$ cat src/verilog/csl_pkg.sv
// package with constants and types for the credit stream source
package csl_pkg;
    localparam int unsigned CSL_CREDIT_CEILING = 256;    // most credits
    localparam int unsigned CSL_CNT_W          = 9;      // holds 0..256
    localparam int unsigned CSL_SYMBOLS        = 4;      // symbols per beat
    localparam int unsigned CSL_SYM_BITS       = 8;      // bits per symbol
    localparam int unsigned CSL_DATA_W         = CSL_SYMBOLS * CSL_SYM_BITS;
    localparam int unsigned CSL_SYM_USER_BITS  = 2;      // user bits/symbol
    localparam int unsigned CSL_SYM_USER_W     = CSL_SYMBOLS * CSL_SYM_USER_BITS;
    localparam int unsigned CSL_PKT_USER_W     = 4;      // per-packet user
    localparam int unsigned CSL_ERR_W          = 2;      // error width
    localparam int unsigned CSL_CHAN_W         = 1;      // channel width
    localparam int unsigned CSL_EMPTY_W        = 2;      // log2 of symbols
    localparam int unsigned CSL_FIFO_DEPTH     = 16;     // buffer words
    localparam int unsigned CSL_FIFO_AW        = 4;      // log2 of depth
    // one buffered beat: sop, eop, empty, error, channel, users, data
    localparam int unsigned CSL_BEAT_W = 2 + CSL_EMPTY_W + CSL_ERR_W
        + CSL_CHAN_W + CSL_SYM_USER_W + CSL_PKT_USER_W + CSL_DATA_W;
    localparam logic [CSL_CNT_W-1:0] CSL_CNT_ZERO = 9'h000;  // reset count
    localparam logic [CSL_CNT_W-1:0] CSL_CNT_ONE  = 9'h001;  // one credit
    localparam logic [CSL_CNT_W-1:0] CSL_CNT_TWO  = 9'h002;  // two credits
    localparam logic [CSL_CNT_W-1:0] CSL_CNT_MAX  = 9'h100;  // ceiling
    localparam logic [CSL_FIFO_AW:0] CSL_FIFO_FULL = 5'h10;  // fill at full
    // packet tracking state
    typedef enum logic [0:0] {CSL_IDLE, CSL_IN_PKT} csl_pkt_e;
endpackage

$ cat src/verilog/csl_fifo.sv
// small valid/ready fifo with registered read data
`timescale 1ns/1ps
module csl_fifo #(
    parameter int unsigned WIDTH = 8,   // word width
    parameter int unsigned DEPTH = 16,  // word count, power of two
    parameter int unsigned AW    = 4    // log2 of depth
) (
    input  wire logic             clock_i,    // clock
    input  wire logic             sys_rst_i,  // synchronous reset
    input  wire logic             in_valid_i, // write request
    output logic                  in_ready_o, // room for a word
    input  wire logic [WIDTH-1:0] in_data_i,  // write word
    output logic                  out_valid_o,// head word present
    input  wire logic             out_ready_i,// head word taken
    output logic      [WIDTH-1:0] out_data_o  // head word
);
    typedef struct packed {
        logic [AW-1:0] wp;      // write pointer
        logic [AW-1:0] rp;      // read pointer
        logic [AW:0]   fill;    // words held in memory
        logic          ovalid;  // output register holds a word
        logic [WIDTH-1:0] odata;// output register
        logic          iready;  // registered room flag
    } csl_fifo_s;

    csl_fifo_s s_q;                       // registered state
    csl_fifo_s s_d;                       // next state
    logic [WIDTH-1:0] mem [DEPTH];        // storage
    logic             wr;                 // word written this cycle
    logic             rd;                 // word moved to output register
    logic             pop;                // output register emptied

    assign in_ready_o  = s_q.iready;
    assign out_valid_o = s_q.ovalid;
    assign out_data_o  = s_q.odata;

    // next-state logic: memory then output register
    always_comb begin
        s_d = s_q;
        pop = s_q.ovalid & out_ready_i;
        wr  = in_valid_i & s_q.iready;
        rd  = (s_q.fill != '0) & (~s_q.ovalid | pop);
        if (wr) begin
            s_d.wp = s_q.wp + 1'b1;
        end
        if (rd) begin
            s_d.rp     = s_q.rp + 1'b1;
            s_d.odata  = mem[s_q.rp];
            s_d.ovalid = 1'b1;
        end else if (pop) begin
            s_d.ovalid = 1'b0;
        end
        s_d.fill   = s_q.fill + {{AW{1'b0}}, wr} - {{AW{1'b0}}, rd};
        // keep one spare so the flag is never late
        s_d.iready = s_d.fill < (DEPTH[AW:0] - 1'b1);
    end

    // state register
    always_ff @(posedge clock_i) begin
        if (sys_rst_i) begin
            s_q <= '0;
        end else begin
            s_q <= s_d;
        end
    end

    // memory write port
    always_ff @(posedge clock_i) begin
        if (wr) begin
            mem[s_q.wp] <= in_data_i;
        end
    end
endmodule

$ cat src/verilog/csl_source.sv
// credit stream source: buffers beats and spends credits to send them
//
// What this block does
// - source drives valid data error channel; sink credits
// - any update or data path latency tolerated
// - zero-cycle paths also work correctly
// - count credits; valid only when count nonzero
// - no send in cycle credits arrive from zero
// - each giveback cycle returns exactly one credit
// - giveback allowed only while credits above zero
// - giveback decrements outstanding counter by one
// - giveback with valid spends two credits
// - sideband meaningful only with valid beat
// - per-symbol user, slice per symbol, may change
// - per-symbol user bits equal across endpoints
// - packet user held constant whole packet
// - all link outputs launched from registers
// - credit ceiling fixed at 256, not settable
`timescale 1ns/1ps
module csl_source
    import csl_pkg::*;
(
    input  wire logic                      clock_i,        // clock
    input  wire logic                      sys_rst_i,      // sync reset
    // user side: beats to send
    input  wire logic                      beat_valid_i,   // beat offered
    output logic                           beat_ready_o,   // buffer room
    input  wire logic [CSL_DATA_W-1:0]     beat_data_i,    // beat data
    input  wire logic [CSL_ERR_W-1:0]      beat_error_i,   // beat error
    input  wire logic [CSL_CHAN_W-1:0]     beat_channel_i, // beat channel
    input  wire logic                      beat_sop_i,     // packet start
    input  wire logic                      beat_eop_i,     // packet end
    input  wire logic [CSL_EMPTY_W-1:0]    beat_empty_i,   // empty symbols
    input  wire logic [CSL_SYM_USER_W-1:0] beat_sym_user_i,// symbol user
    input  wire logic [CSL_PKT_USER_W-1:0] beat_pkt_user_i,// packet user
    input  wire logic                      giveback_req_i, // return a credit
    output logic [CSL_CNT_W-1:0]           credits_o,      // credits held
    // link side toward the sink
    input  wire logic                      update_i,       // credit grant
    input  wire logic [CSL_CNT_W-1:0]      credit_i,       // granted count
    output logic                           valid_o,        // beat valid
    output logic [CSL_DATA_W-1:0]          data_o,         // beat data
    output logic [CSL_ERR_W-1:0]           error_o,        // beat error
    output logic [CSL_CHAN_W-1:0]          channel_o,      // beat channel
    output logic                           sop_o,          // packet start
    output logic                           eop_o,          // packet end
    output logic [CSL_EMPTY_W-1:0]         empty_o,        // empty symbols
    output logic [CSL_SYM_USER_W-1:0]      sym_user_o,     // symbol user
    output logic [CSL_PKT_USER_W-1:0]      pkt_user_o,     // packet user
    output logic                           return_credit_o // credit giveback
);
    // whole state of the source
    typedef struct packed {
        logic [CSL_CNT_W-1:0]      credits;   // credits held
        logic                      valid;     // link valid
        logic [CSL_DATA_W-1:0]     data;      // link data
        logic [CSL_ERR_W-1:0]      error;     // link error
        logic [CSL_CHAN_W-1:0]     channel;   // link channel
        logic                      sop;       // link start
        logic                      eop;       // link end
        logic [CSL_EMPTY_W-1:0]    empty;     // link empty
        logic [CSL_SYM_USER_W-1:0] sym_user;  // link symbol user
        logic [CSL_PKT_USER_W-1:0] pkt_user;  // link packet user
        logic [CSL_PKT_USER_W-1:0] pkt_hold;  // packet user of open packet
        csl_pkt_e                  pkt;       // packet tracking
        logic                      ret;       // link giveback
    } csl_src_s;

    csl_src_s s_q;                             // registered state
    csl_src_s s_d;                             // next state
    logic [CSL_BEAT_W-1:0] fifo_in;            // packed beat into buffer
    logic [CSL_BEAT_W-1:0] fifo_out;           // packed beat from buffer
    logic                  fifo_valid;         // buffered beat present
    logic                  fifo_take;          // beat sent this cycle
    logic [CSL_CNT_W-1:0]  avail;              // credits usable now
    logic [CSL_CNT_W-1:0]  grant;              // credits arriving now
    logic [CSL_CNT_W:0]    sum;                // wide credit sum
    logic [CSL_PKT_USER_W-1:0] f_pkt_user;     // buffered packet user
    logic                  f_sop;              // buffered start flag
    logic                  f_eop;              // buffered end flag

    assign fifo_in = {beat_sop_i, beat_eop_i, beat_empty_i, beat_error_i,
                      beat_channel_i, beat_sym_user_i, beat_pkt_user_i,
                      beat_data_i};
    assign f_sop      = fifo_out[CSL_BEAT_W-1];
    assign f_eop      = fifo_out[CSL_BEAT_W-2];
    assign f_pkt_user = fifo_out[CSL_DATA_W +: CSL_PKT_USER_W];

    // beat buffer in front of the link
    csl_fifo #(
        .WIDTH (CSL_BEAT_W),
        .DEPTH (CSL_FIFO_DEPTH),
        .AW    (CSL_FIFO_AW)
    ) u_fifo (
        .clock_i     (clock_i),
        .sys_rst_i   (sys_rst_i),
        .in_valid_i  (beat_valid_i),
        .in_ready_o  (beat_ready_o),
        .in_data_i   (fifo_in),
        .out_valid_o (fifo_valid),
        .out_ready_i (fifo_take),
        .out_data_o  (fifo_out)
    );

    // registered link outputs
    assign valid_o         = s_q.valid;
    assign data_o          = s_q.data;
    assign error_o         = s_q.error;
    assign channel_o       = s_q.channel;
    assign sop_o           = s_q.sop;
    assign eop_o           = s_q.eop;
    assign empty_o         = s_q.empty;
    assign sym_user_o      = s_q.sym_user;
    assign pkt_user_o      = s_q.pkt_user;
    assign return_credit_o = s_q.ret;
    assign credits_o       = s_q.credits;

    // credit accounting, send decision and output launch
    always_comb begin
        s_d = s_q;
        // new credits count from the next cycle on only
        avail = s_q.credits;
        grant = update_i ? credit_i : CSL_CNT_ZERO;
        // one beat per credit held
        fifo_take = fifo_valid & (avail != CSL_CNT_ZERO);
        s_d.valid = fifo_take;
        s_d.ret   = 1'b0;
        // sideband only moves together with a sent beat
        if (fifo_take) begin
            s_d.data     = fifo_out[CSL_DATA_W-1:0];
            s_d.sym_user = fifo_out[CSL_DATA_W+CSL_PKT_USER_W +:
                                    CSL_SYM_USER_W];
            s_d.channel  = fifo_out[CSL_DATA_W+CSL_PKT_USER_W
                                    +CSL_SYM_USER_W +: CSL_CHAN_W];
            s_d.error    = fifo_out[CSL_DATA_W+CSL_PKT_USER_W
                                    +CSL_SYM_USER_W+CSL_CHAN_W +: CSL_ERR_W];
            s_d.empty    = fifo_out[CSL_BEAT_W-3 -: CSL_EMPTY_W];
            s_d.sop      = f_sop;
            s_d.eop      = f_eop;
            // packet user is latched at start and held to the end
            if (f_sop || s_q.pkt == CSL_IDLE) begin
                s_d.pkt_user = f_pkt_user;
                s_d.pkt_hold = f_pkt_user;
            end else begin
                s_d.pkt_user = s_q.pkt_hold;
            end
            s_d.pkt = f_eop ? CSL_IDLE : CSL_IN_PKT;
        end
        // giveback needs a credit left beyond any beat sent
        if (giveback_req_i &&
            avail > (fifo_take ? CSL_CNT_ONE : CSL_CNT_ZERO)) begin
            s_d.ret = 1'b1;
        end
        sum = {1'b0, s_q.credits} + {1'b0, grant}
              - {{CSL_CNT_W{1'b0}}, fifo_take}
              - {{CSL_CNT_W{1'b0}}, s_d.ret};
        // saturate at the ceiling so the counter never wraps
        s_d.credits = (sum > {1'b0, CSL_CNT_MAX}) ? CSL_CNT_MAX
                      : sum[CSL_CNT_W-1:0];
    end

    // state register, counters start empty
    always_ff @(posedge clock_i) begin
        if (sys_rst_i) begin
            s_q <= '0;
        end else begin
            s_q <= s_d;
        end
    end

    // helper: credits held one cycle earlier
    logic [CSL_CNT_W-1:0] cred_past;
    always_ff @(posedge clock_i) begin
        cred_past <= s_q.credits;
    end
endmodule

$ cat config.mk
export PLATFORM = sky130hd
export DESIGN_NAME = csl_source
export DESIGN_NICKNAME = d
export VERILOG_FILES = /design/src/verilog/csl_pkg.sv /design/src/verilog/csl_fifo.sv /design/src/verilog/csl_source.sv
export SDC_FILE = /design/constraint.sdc
export NUM_CORES = 1
export LEC_CHECK = 0
export BUFFER_PORTS_ARGS = -buffer_cell sky130_fd_sc_hd__buf_2
export CORE_MARGIN = 5
export CORE_UTILIZATION = 35
export CTS_BUF_LIST = sky130_fd_sc_hd__clkbuf_2
export DETAILED_ROUTE_END_ITERATION = 10
export GPL_TIMING_DRIVEN = 0
export MAX_ROUTING_LAYER = met4
export PLACE_DENSITY = 0.6
export RECOVER_POWER = 100
export SLEW_MARGIN = 20
export SYNTH_ARGS = -nofsm -noshare
export SYNTH_HDL_FRONTEND = slang
export SYNTH_SLANG_ARGS = --single-unit
$ cat constraint.sdc
create_clock -name clock_i -period 6.5 [get_ports clock_i]
set_clock_uncertainty 0.2 [all_clocks]
set_input_delay 0.975 -clock clock_i [delete_from_list [all_inputs] [get_ports clock_i]]
set_output_delay 0.975 -clock clock_i [all_outputs]
set_load 0.01 [all_outputs]
==> flow_summary_export.csv, run 1 <==
group,metric,value,unit
sta,slew_headroom,-30.1,%
setup_path,cp-start-kind,"register",
clocking,clock_path_buffers,3,
hold_path,hp-start,"credit_i[1]",
power,vdd_drop_max,0.207,mV
setup_path,r2r-end,"credits_o[1]",
logic_synthesis,async_flop_share,0,%
logic_synthesis,synth_cell_types,47,
cells_and_area,regArea,27100,µm²
sta,rsz0062_at_grt,"false",
die,core,103000,µm²
clocking,worstSkewPairLatency,1.47,ns
grt,first_global_vias,21100,
cells_and_area,final_common_cell,"edfxtp_1",
setup_path,critPathKind,"register to register",
power,internal-power,0.0103,W
sta,post-route-period-util,93.2,%
detailed_routing,m1WireLength,40400,µm
setup_path,critPathCaptureType,"register",
grt,grtUsageTotal,17.5,%
die,pin_count,128,
sta,holdWs,0.219,ns
setup_path,cp_max_fo,13,
detailed_routing,num_vias,20000,
logic_synthesis,avgSynthCellArea,19.4,µm²
hold_path,whs_endpoint,"credits_o[1]",
clocking,cts_tree,"yes",
power,p_sw_share,32.4,%
clocking,clk_pin_slew,0.12,ns
setup_path,cpMostUsedCell,"fa_1",
logic_synthesis,yosysWarnings,0,
power,seqPwrFrac,46.2,%
job,maxCapViolCount,4,
grt,antenna_found_initial,12,
setup_path,crit_family,"adder cells",
detailed_routing,post_drt_via_cell_ratio,5.06,
detailed_routing,highest-signal-layer,"met4",
sta,period_needed,6.06,ns
cells_and_area,syn_to_final_growth,14.6,%
hold_path,hold_path.class,"input port to register",
logic_synthesis,ys_ff_latch,945,
power,p_comb_share,27.9,%
placement,dp_hpwl,62800,µm
logic_synthesis,synth_cells,1879,
cells_and_area,fin_nets,2473,
logic_synthesis,synth_ff_type,"edfxtp_1",
sta,worst_pin_slew,1.94,ns
sta,max_freq,0.165,GHz
grt,gr-total-overflow,0,
cells_and_area,layout-drive-gt1-share,29.2,%
detailed_routing,final_antenna_net_count,0,
sta,setup_viol,0,
detailed_routing,wl_met2,45500,µm
grt,grt_max_degree,19,
logic_synthesis,synth_enable_flop_cells,816,
power,totalPowerFinal,0.0152,W
logic_synthesis,synth_area,36400,µm²
die,rows,118,
detailed_routing,routed_wl,94900,µm
setup_path,critPathSlowestCell,"or4_1",
cells_and_area,final_cell_mix,"816 x edfxtp_1, 358 x clkbuf_2, 255 x mux4_2",
sta,hold_viol,0,
detailed_routing,wl_per_cell,24.0,µm
clocking,h-tree-depth,4,
sta,finalMaxSlewViolations,68,
setup_path,cpPeakStageDelay,0.54,ns
power,power_frac_clock,25.9,%
power,power_density,364,nW/µm²
clocking,clock-sinks,945,
clocking,cts_root_buf,"clkbuf_2",
die,die_y,333,µm
die,die-area,111000,µm²
logic_synthesis,seq_area_frac_synth,74.4,%
detailed_routing,dr.pass1.iters,6,
setup_path,reg2regPathDepth,17,
setup_path,cp.required,7.65,ns
setup_path,path_cells,"nor4_2, nand2_1, o21ai_4, inv_1, ha_1, nor2_1, o21ai_0, fa_1, fa_1, ha_1, fa_1, a21oi_1, nor3_1, or4_1, a2111oi_4, a32oi_2, nor2b_1",
clocking,cts_buffers,226,
setup_path,arrival,7.21,ns
setup_path,critPathBufInv,1,
cells_and_area,n_fill_cell,9460,
grt,grt_pass1_wl,139000,µm
die,die_w,333,µm
detailed_routing,met3_length,7240,µm
detailed_routing,drt_iter0_markers,1960,
detailed_routing,drc,0,
setup_path,rr_startpoint,"credits_o[4]",
status,violations,"max-capacitance violations, max-slew violations",
cells_and_area,multiInputGateArea,8380,µm²
placement,detailedPlace.worstSlack,-0.523,ns
status,status,"complete, but fails checks",
power,power.leakage,13.6,nW
power,switching_power,0.00492,W
placement,numPortBuffers,126,
placement,gp_congestion,0.816,
die,start_util,35.2,%
setup_path,worst-r2r-setup-slack,0.44,ns
hold_path,hold_depth,6,
sta,finalWorstSetupSlack,0.442,ns
logic_synthesis,syn_nets,1977,
-- cell usage after synthesis (all sizes together), types with 6 or more instances --
cell type	instances	share of area, %
buf	85	1.5
ha	29	1.0
nor3	11	0.16
clkbuf	70	0.72
edfxtp	816	67
a21oi	109	1.5
mux4	255	16
dfxtp	129	7.1
xnor2	6	0.14
inv	38	0.39
xor2	6	0.14
o21ai	7	0.096
nor2	35	0.36
nand2	220	2.3
-- sequential cells by signal, indices dropped and copies added, names as in the netlist --
name / flops
channel_o: 1
credits_o: 9
data_o: 32
empty_o: 2
eop_o: 1
error_o: 2
return_credit_o: 1
s_q: 5
sop_o: 1
sym_user_o: 8
u_fifo.in_ready_o: 1
u_fifo.mem: 816
u_fifo.out_data_o: 51
u_fifo.out_valid_o: 1
u_fifo.s_q: 13
valid_o: 1
-- kinds of logic (layout without fill, tap and decap cells) --
family / Yosys count / in the layout / share of synthesized area [%]
other: 0 / 12 / 0
and+or+nand+nor: 302 / 302 / 3.45
DFF: 945 / 945 / 74.4
buffers and inverters: 193 / 876 / 2.65
muxes: 260 / 260 / 15.9
xor gates and xnor gates: 12 / 12 / 0.289
AOI/OAI and AO/OA: 134 / 134 / 2.09
adders and majority gates: 33 / 33 / 1.22
-- final cells by class --
| class | count | share of cell area [%] |
|---|---|---|
| flip-flops and latches | 945 | 64.9 |
| clock inverters | 65 | 0.954 |
| well taps | 1380 | 4.14 |
| repair buffers | 269 | 3.37 |
| clock buffers | 350 | 4.20 |
| multi-input cells | 741 | 20.1 |
| inverters | 38 | 0.342 |
| plain buffers | 154 | 1.92 |
| diodes | 12 | 0.0720 |
-- layer usage --
layer	global-route usage [%]	vias up
met5	-	-
met4	4.65	0
met3	4.19	161
met2	27.3	876
met1	23.3	10400
li1	-	8550
-- timing repair --
item,4_1_cts,5_1_grt
resized for setup,3,1
hold buffers,56,0
setup buffers,0,2
endpoints found under the setup margin,9,9
hold endpoints to repair,845,0
pin swaps,0,1
-- metrics by stage --
stage | cell area (µm²) | utilization, % | TNS [ns] | std cells
floorplan | 36400 | - | 0 | 1879
global placement | 38800 | 37.5 | -1772.94 | 3385
detailed placement | 40400 | 39.1 | -4.07 | 3470
CTS | 43100 | 41.7 | 0 | 3941
global route | 41700 | 40.3 | 0 | 3953
finish | 41700 | 40.3 | 0 | 3954
-- worst max-delay path by stage --
stage / slack, ns / to / start / cells after the start
finish: 0.44 / credits_o[1] / credits_o[4] / 17
global placement: -4.81 / u_fifo.mem[0][43] / beat_valid_i / 5
global route: 0.13 / credits_o[1] / credits_o[4] / 17
CTS: 0.03 / credits_o[1] / credits_o[6] / 18
detailed placement: -0.52 / credits_o[3] / credits_o[4] / 18
floorplan: 0.76 / u_fifo.mem[3][0] / beat_valid_i / 4
-- power by group through the flow --
stage / Sequential (W) / Clock (W) / Combinational [W]
after detailed placement: 0.00714 / 0 / 0.00428
final: 0.00701 / 0.00394 / 0.00424
after floorplan: 0.00710 / 0 / 0.00287
after CTS: 0.00701 / 0.00408 / 0.00433
after global routing: 0.00704 / 0.00442 / 0.00456
after global placement: 0.00715 / 0 / 0.00416
-- tightest hold or removal path, delay by kind of cell --
| family | cells | cell delay, ns |
|---|---|---|
| adder cells (fa/ha/maj) | 2 | 0.42 |
| buffers and inverters | 2 | 0.19 |
| AND/OR/NAND/NOR | 2 | 0.22 |
Note: power is estimated with default switching activity, not from simulation.
==> run 2: changes to the inputs <==
--- a/config.mk
+++ b/config.mk
@@ -6,7 +6,6 @@
 export NUM_CORES = 1
 export LEC_CHECK = 0
 export BUFFER_PORTS_ARGS = -buffer_cell sky130_fd_sc_hd__buf_2
-export CORE_MARGIN = 5
 export CORE_UTILIZATION = 35
 export CTS_BUF_LIST = sky130_fd_sc_hd__clkbuf_2
 export DETAILED_ROUTE_END_ITERATION = 10
==> run 2 against run 1 <==
Net effect: the run still ends with max-capacitance violations, max-slew violations left; non-clock buffer count fell by 9; clock power is 1% higher; first-iteration DRC count increased by 1.3%; core utilization grew 0.39 points; hold slack worse by 0.0061 ns; via count is 0.83% lower; sequential cell count is the same; maximum frequency decreased by 3.4%; final area about the same; setup slack got worse by 0.21 ns; critical endpoint unchanged; largest cell class unchanged; largest power group unchanged; highest routed layer unchanged.
==> flow_summary_export.csv, run 2 (same netlist as run 1, synthesis figures left out) <==
group,metric,value,unit
grt,antenna_found_initial,7,
clocking,worstSkewPairLatency,1.46,ns
detailed_routing,wl_per_cell,23.6,µm
clocking,h-tree-depth,4,
clocking,clock_path_buffers,3,
hold_path,whs_endpoint,"credits_o[1]",
grt,grt_max_degree,19,
hold_path,hold_path.class,"input port to register",
detailed_routing,drc,0,
placement,detailedPlace.worstSlack,-0.310,ns
cells_and_area,largest_register_ffs,816,
power,power_density,366,nW/µm²
cells_and_area,syn_to_final_growth,14.5,%
clocking,cts_buffers,229,
sta,rsz0062_at_grt,"false",
die,die-area,105000,µm²
detailed_routing,drt_iter0_markers,1986,
sta,finalWorstSetupSlack,0.230,ns
cells_and_area,design_area,41700,µm²
sta,hold_viol,0,
clocking,clock-sinks,945,
clocking,clk_pin_slew,0.11,ns
grt,first_global_vias,21000,
setup_path,cpPeakStageDelay,0.53,ns
setup_path,critPathBufInv,2,
cells_and_area,final_cell_mix,"816 x edfxtp_1, 363 x clkbuf_2, 255 x mux4_2",
placement,numPortBuffers,126,
die,die_y,325,µm
setup_path,rr_startpoint,"credits_o[6]",
sta,post-route-period-util,96.5,%
setup_path,worst-r2r-setup-slack,0.23,ns
cells_and_area,fin_nets,2467,
hold_path,hp-start,"credit_i[1]",
sta,worst_pin_slew,1.82,ns
power,power.leakage,13.7,nW
sta,slew_headroom,-22.0,%
setup_path,critPathKind,"register to register",
grt,gr-total-overflow,0,
cells_and_area,final_common_cell,"edfxtp_1",
setup_path,crit_family,"adder cells",
detailed_routing,final_antenna_net_count,0,
clocking,cts_tree,"yes",
power,vdd_drop_max,0.171,mV
setup_path,arrival,7.45,ns
grt,grt_pass1_wl,136000,µm
die,core,102000,µm²
detailed_routing,routed_wl,92900,µm
detailed_routing,num_vias,19800,
setup_path,cp_max_fo,10,
setup_path,critPathSlowestCell,"a2111oi_4",
setup_path,reg2regPathDepth,18,
setup_path,r2r-end,"credits_o[1]",
die,rows,117,
cells_and_area,layout-drive-gt1-share,29.5,%
die,start_util,35.5,%
cells_and_area,regMostFlops,"u_fifo.mem",
sta,holdWs,0.213,ns
sta,period_needed,6.27,ns
sta,setup_viol,0,
die,pin_count,128,
sta,finalSetupTns,0,ns
status,violations,"max-capacitance violations, max-slew violations",
setup_path,critPathCaptureType,"register",
detailed_routing,dr.pass1.iters,5,
placement,dp_hpwl,61600,µm
setup_path,cp-start-kind,"register",
clocking,cts_root_buf,"clkbuf_2",
placement,gp_congestion,0.812,
setup_path,cpMostUsedCell,"fa_1",
sta,finalMaxSlewViolations,202,
status,status,"complete, but fails checks",
job,maxCapViolCount,12,
setup_path,cp.required,7.68,ns
placement,place_area,40200,µm²
grt,grtUsageTotal,18.2,%
die,die_w,325,µm
setup_path,path_cells,"nor4_2, nand2_1, o21ai_4, inv_1, clkbuf_1, ha_1, nor2_1, o21ai_0, fa_1, fa_1, ha_1, fa_1, a21oi_1, nor3_1, or4_4, a2111oi_4, a32oi_2, nor2b_1",
cells_and_area,n_fill_cell,9430,
sta,max_freq,0.159,GHz
hold_path,hold_depth,6,
detailed_routing,post_drt_via_cell_ratio,5.05,
## run 2: report_power, final
| part | internal, W | switching [W] | total, W | leakage, nW |
|---|---|---|---|---|
| Sequential | 0.00686 | 0.000167 | 0.00702 | 8.40 |
| Combinational | 0.00186 | 0.00240 | 0.00427 | 3.61 |
| Clock | 0.00165 | 0.00232 | 0.00398 | 1.67 |
## run 2: what timing repair did
item,in CTS,in global routing
endpoints found under the hold margin,847,0
endpoints found under the setup margin,9,7
setup buffers,1,0
resized for setup,2,1
pin swaps,1,0
cloned,0,0
hold buffers,56,0
## run 2: worst max-delay path by stage
stage | from | endpoint | slack, ns | depth (start not counted)
2_1_floorplan | beat_valid_i | u_fifo.mem[3][0] | 0.76 | 4
3_3_place_gp | beat_valid_i | u_fifo.mem[0][11] | -4.45 | 5
3_5_place_dp | credits_o[6] | credits_o[1] | -0.31 | 18
4_1_cts | credits_o[4] | credits_o[0] | 0.27 | 18
5_1_grt | credits_o[1] | credits_o[1] | 0.006 | 18
6_report | credits_o[6] | credits_o[1] | 0.23 | 18
## run 2: final cells by class
type	instances	area, µm²	area share [%]
Timing Repair Buffer	259	1380	3.31
Tap cell	1368	1710	4.10
Buffer	155	821	1.97
Multi-Input combinational cell	741	8380	20.1
Clock buffer	357	1790	4.28
Sequential cell	945	27100	65.0
Inverter	38	143	0.342
Clock inverter	58	377	0.903
Antenna cell	7	17.5	0.0420
## run 2: worst reg2reg max path: cells and delay by family (launching register included)
kind / cells / cell delay, ns
AOI/OAI and AO/OA: 5 / 1.58
adders and majority gates: 5 / 2.13
buffers and inverters: 2 / 0.45
DFF: 1 / 0.36
and+or+nand+nor: 6 / 1.51
## run 2: per-layer routing
layer | share of wire (%) | track usage, % | vias up
li1 | - | - | 8549
met1 | 43 | 24.1 | 10300
met2 | 48 | 28.3 | 857
met3 | 6.9 | 3.85 | 142
met4 | 1.9 | 5.54 | 0
met5 | 0 | - | -
## run 2: stage by stage
stage          power, W  utilization, %  std cells
2_1_floorplan   0.00997               -       1879
3_3_place_gp     0.0113            37.8       3373
3_5_place_dp     0.0114            39.2       3449
4_1_cts          0.0155            41.9       3921
5_1_grt          0.0160            40.7       3927
6_report         0.0153            40.7       3928
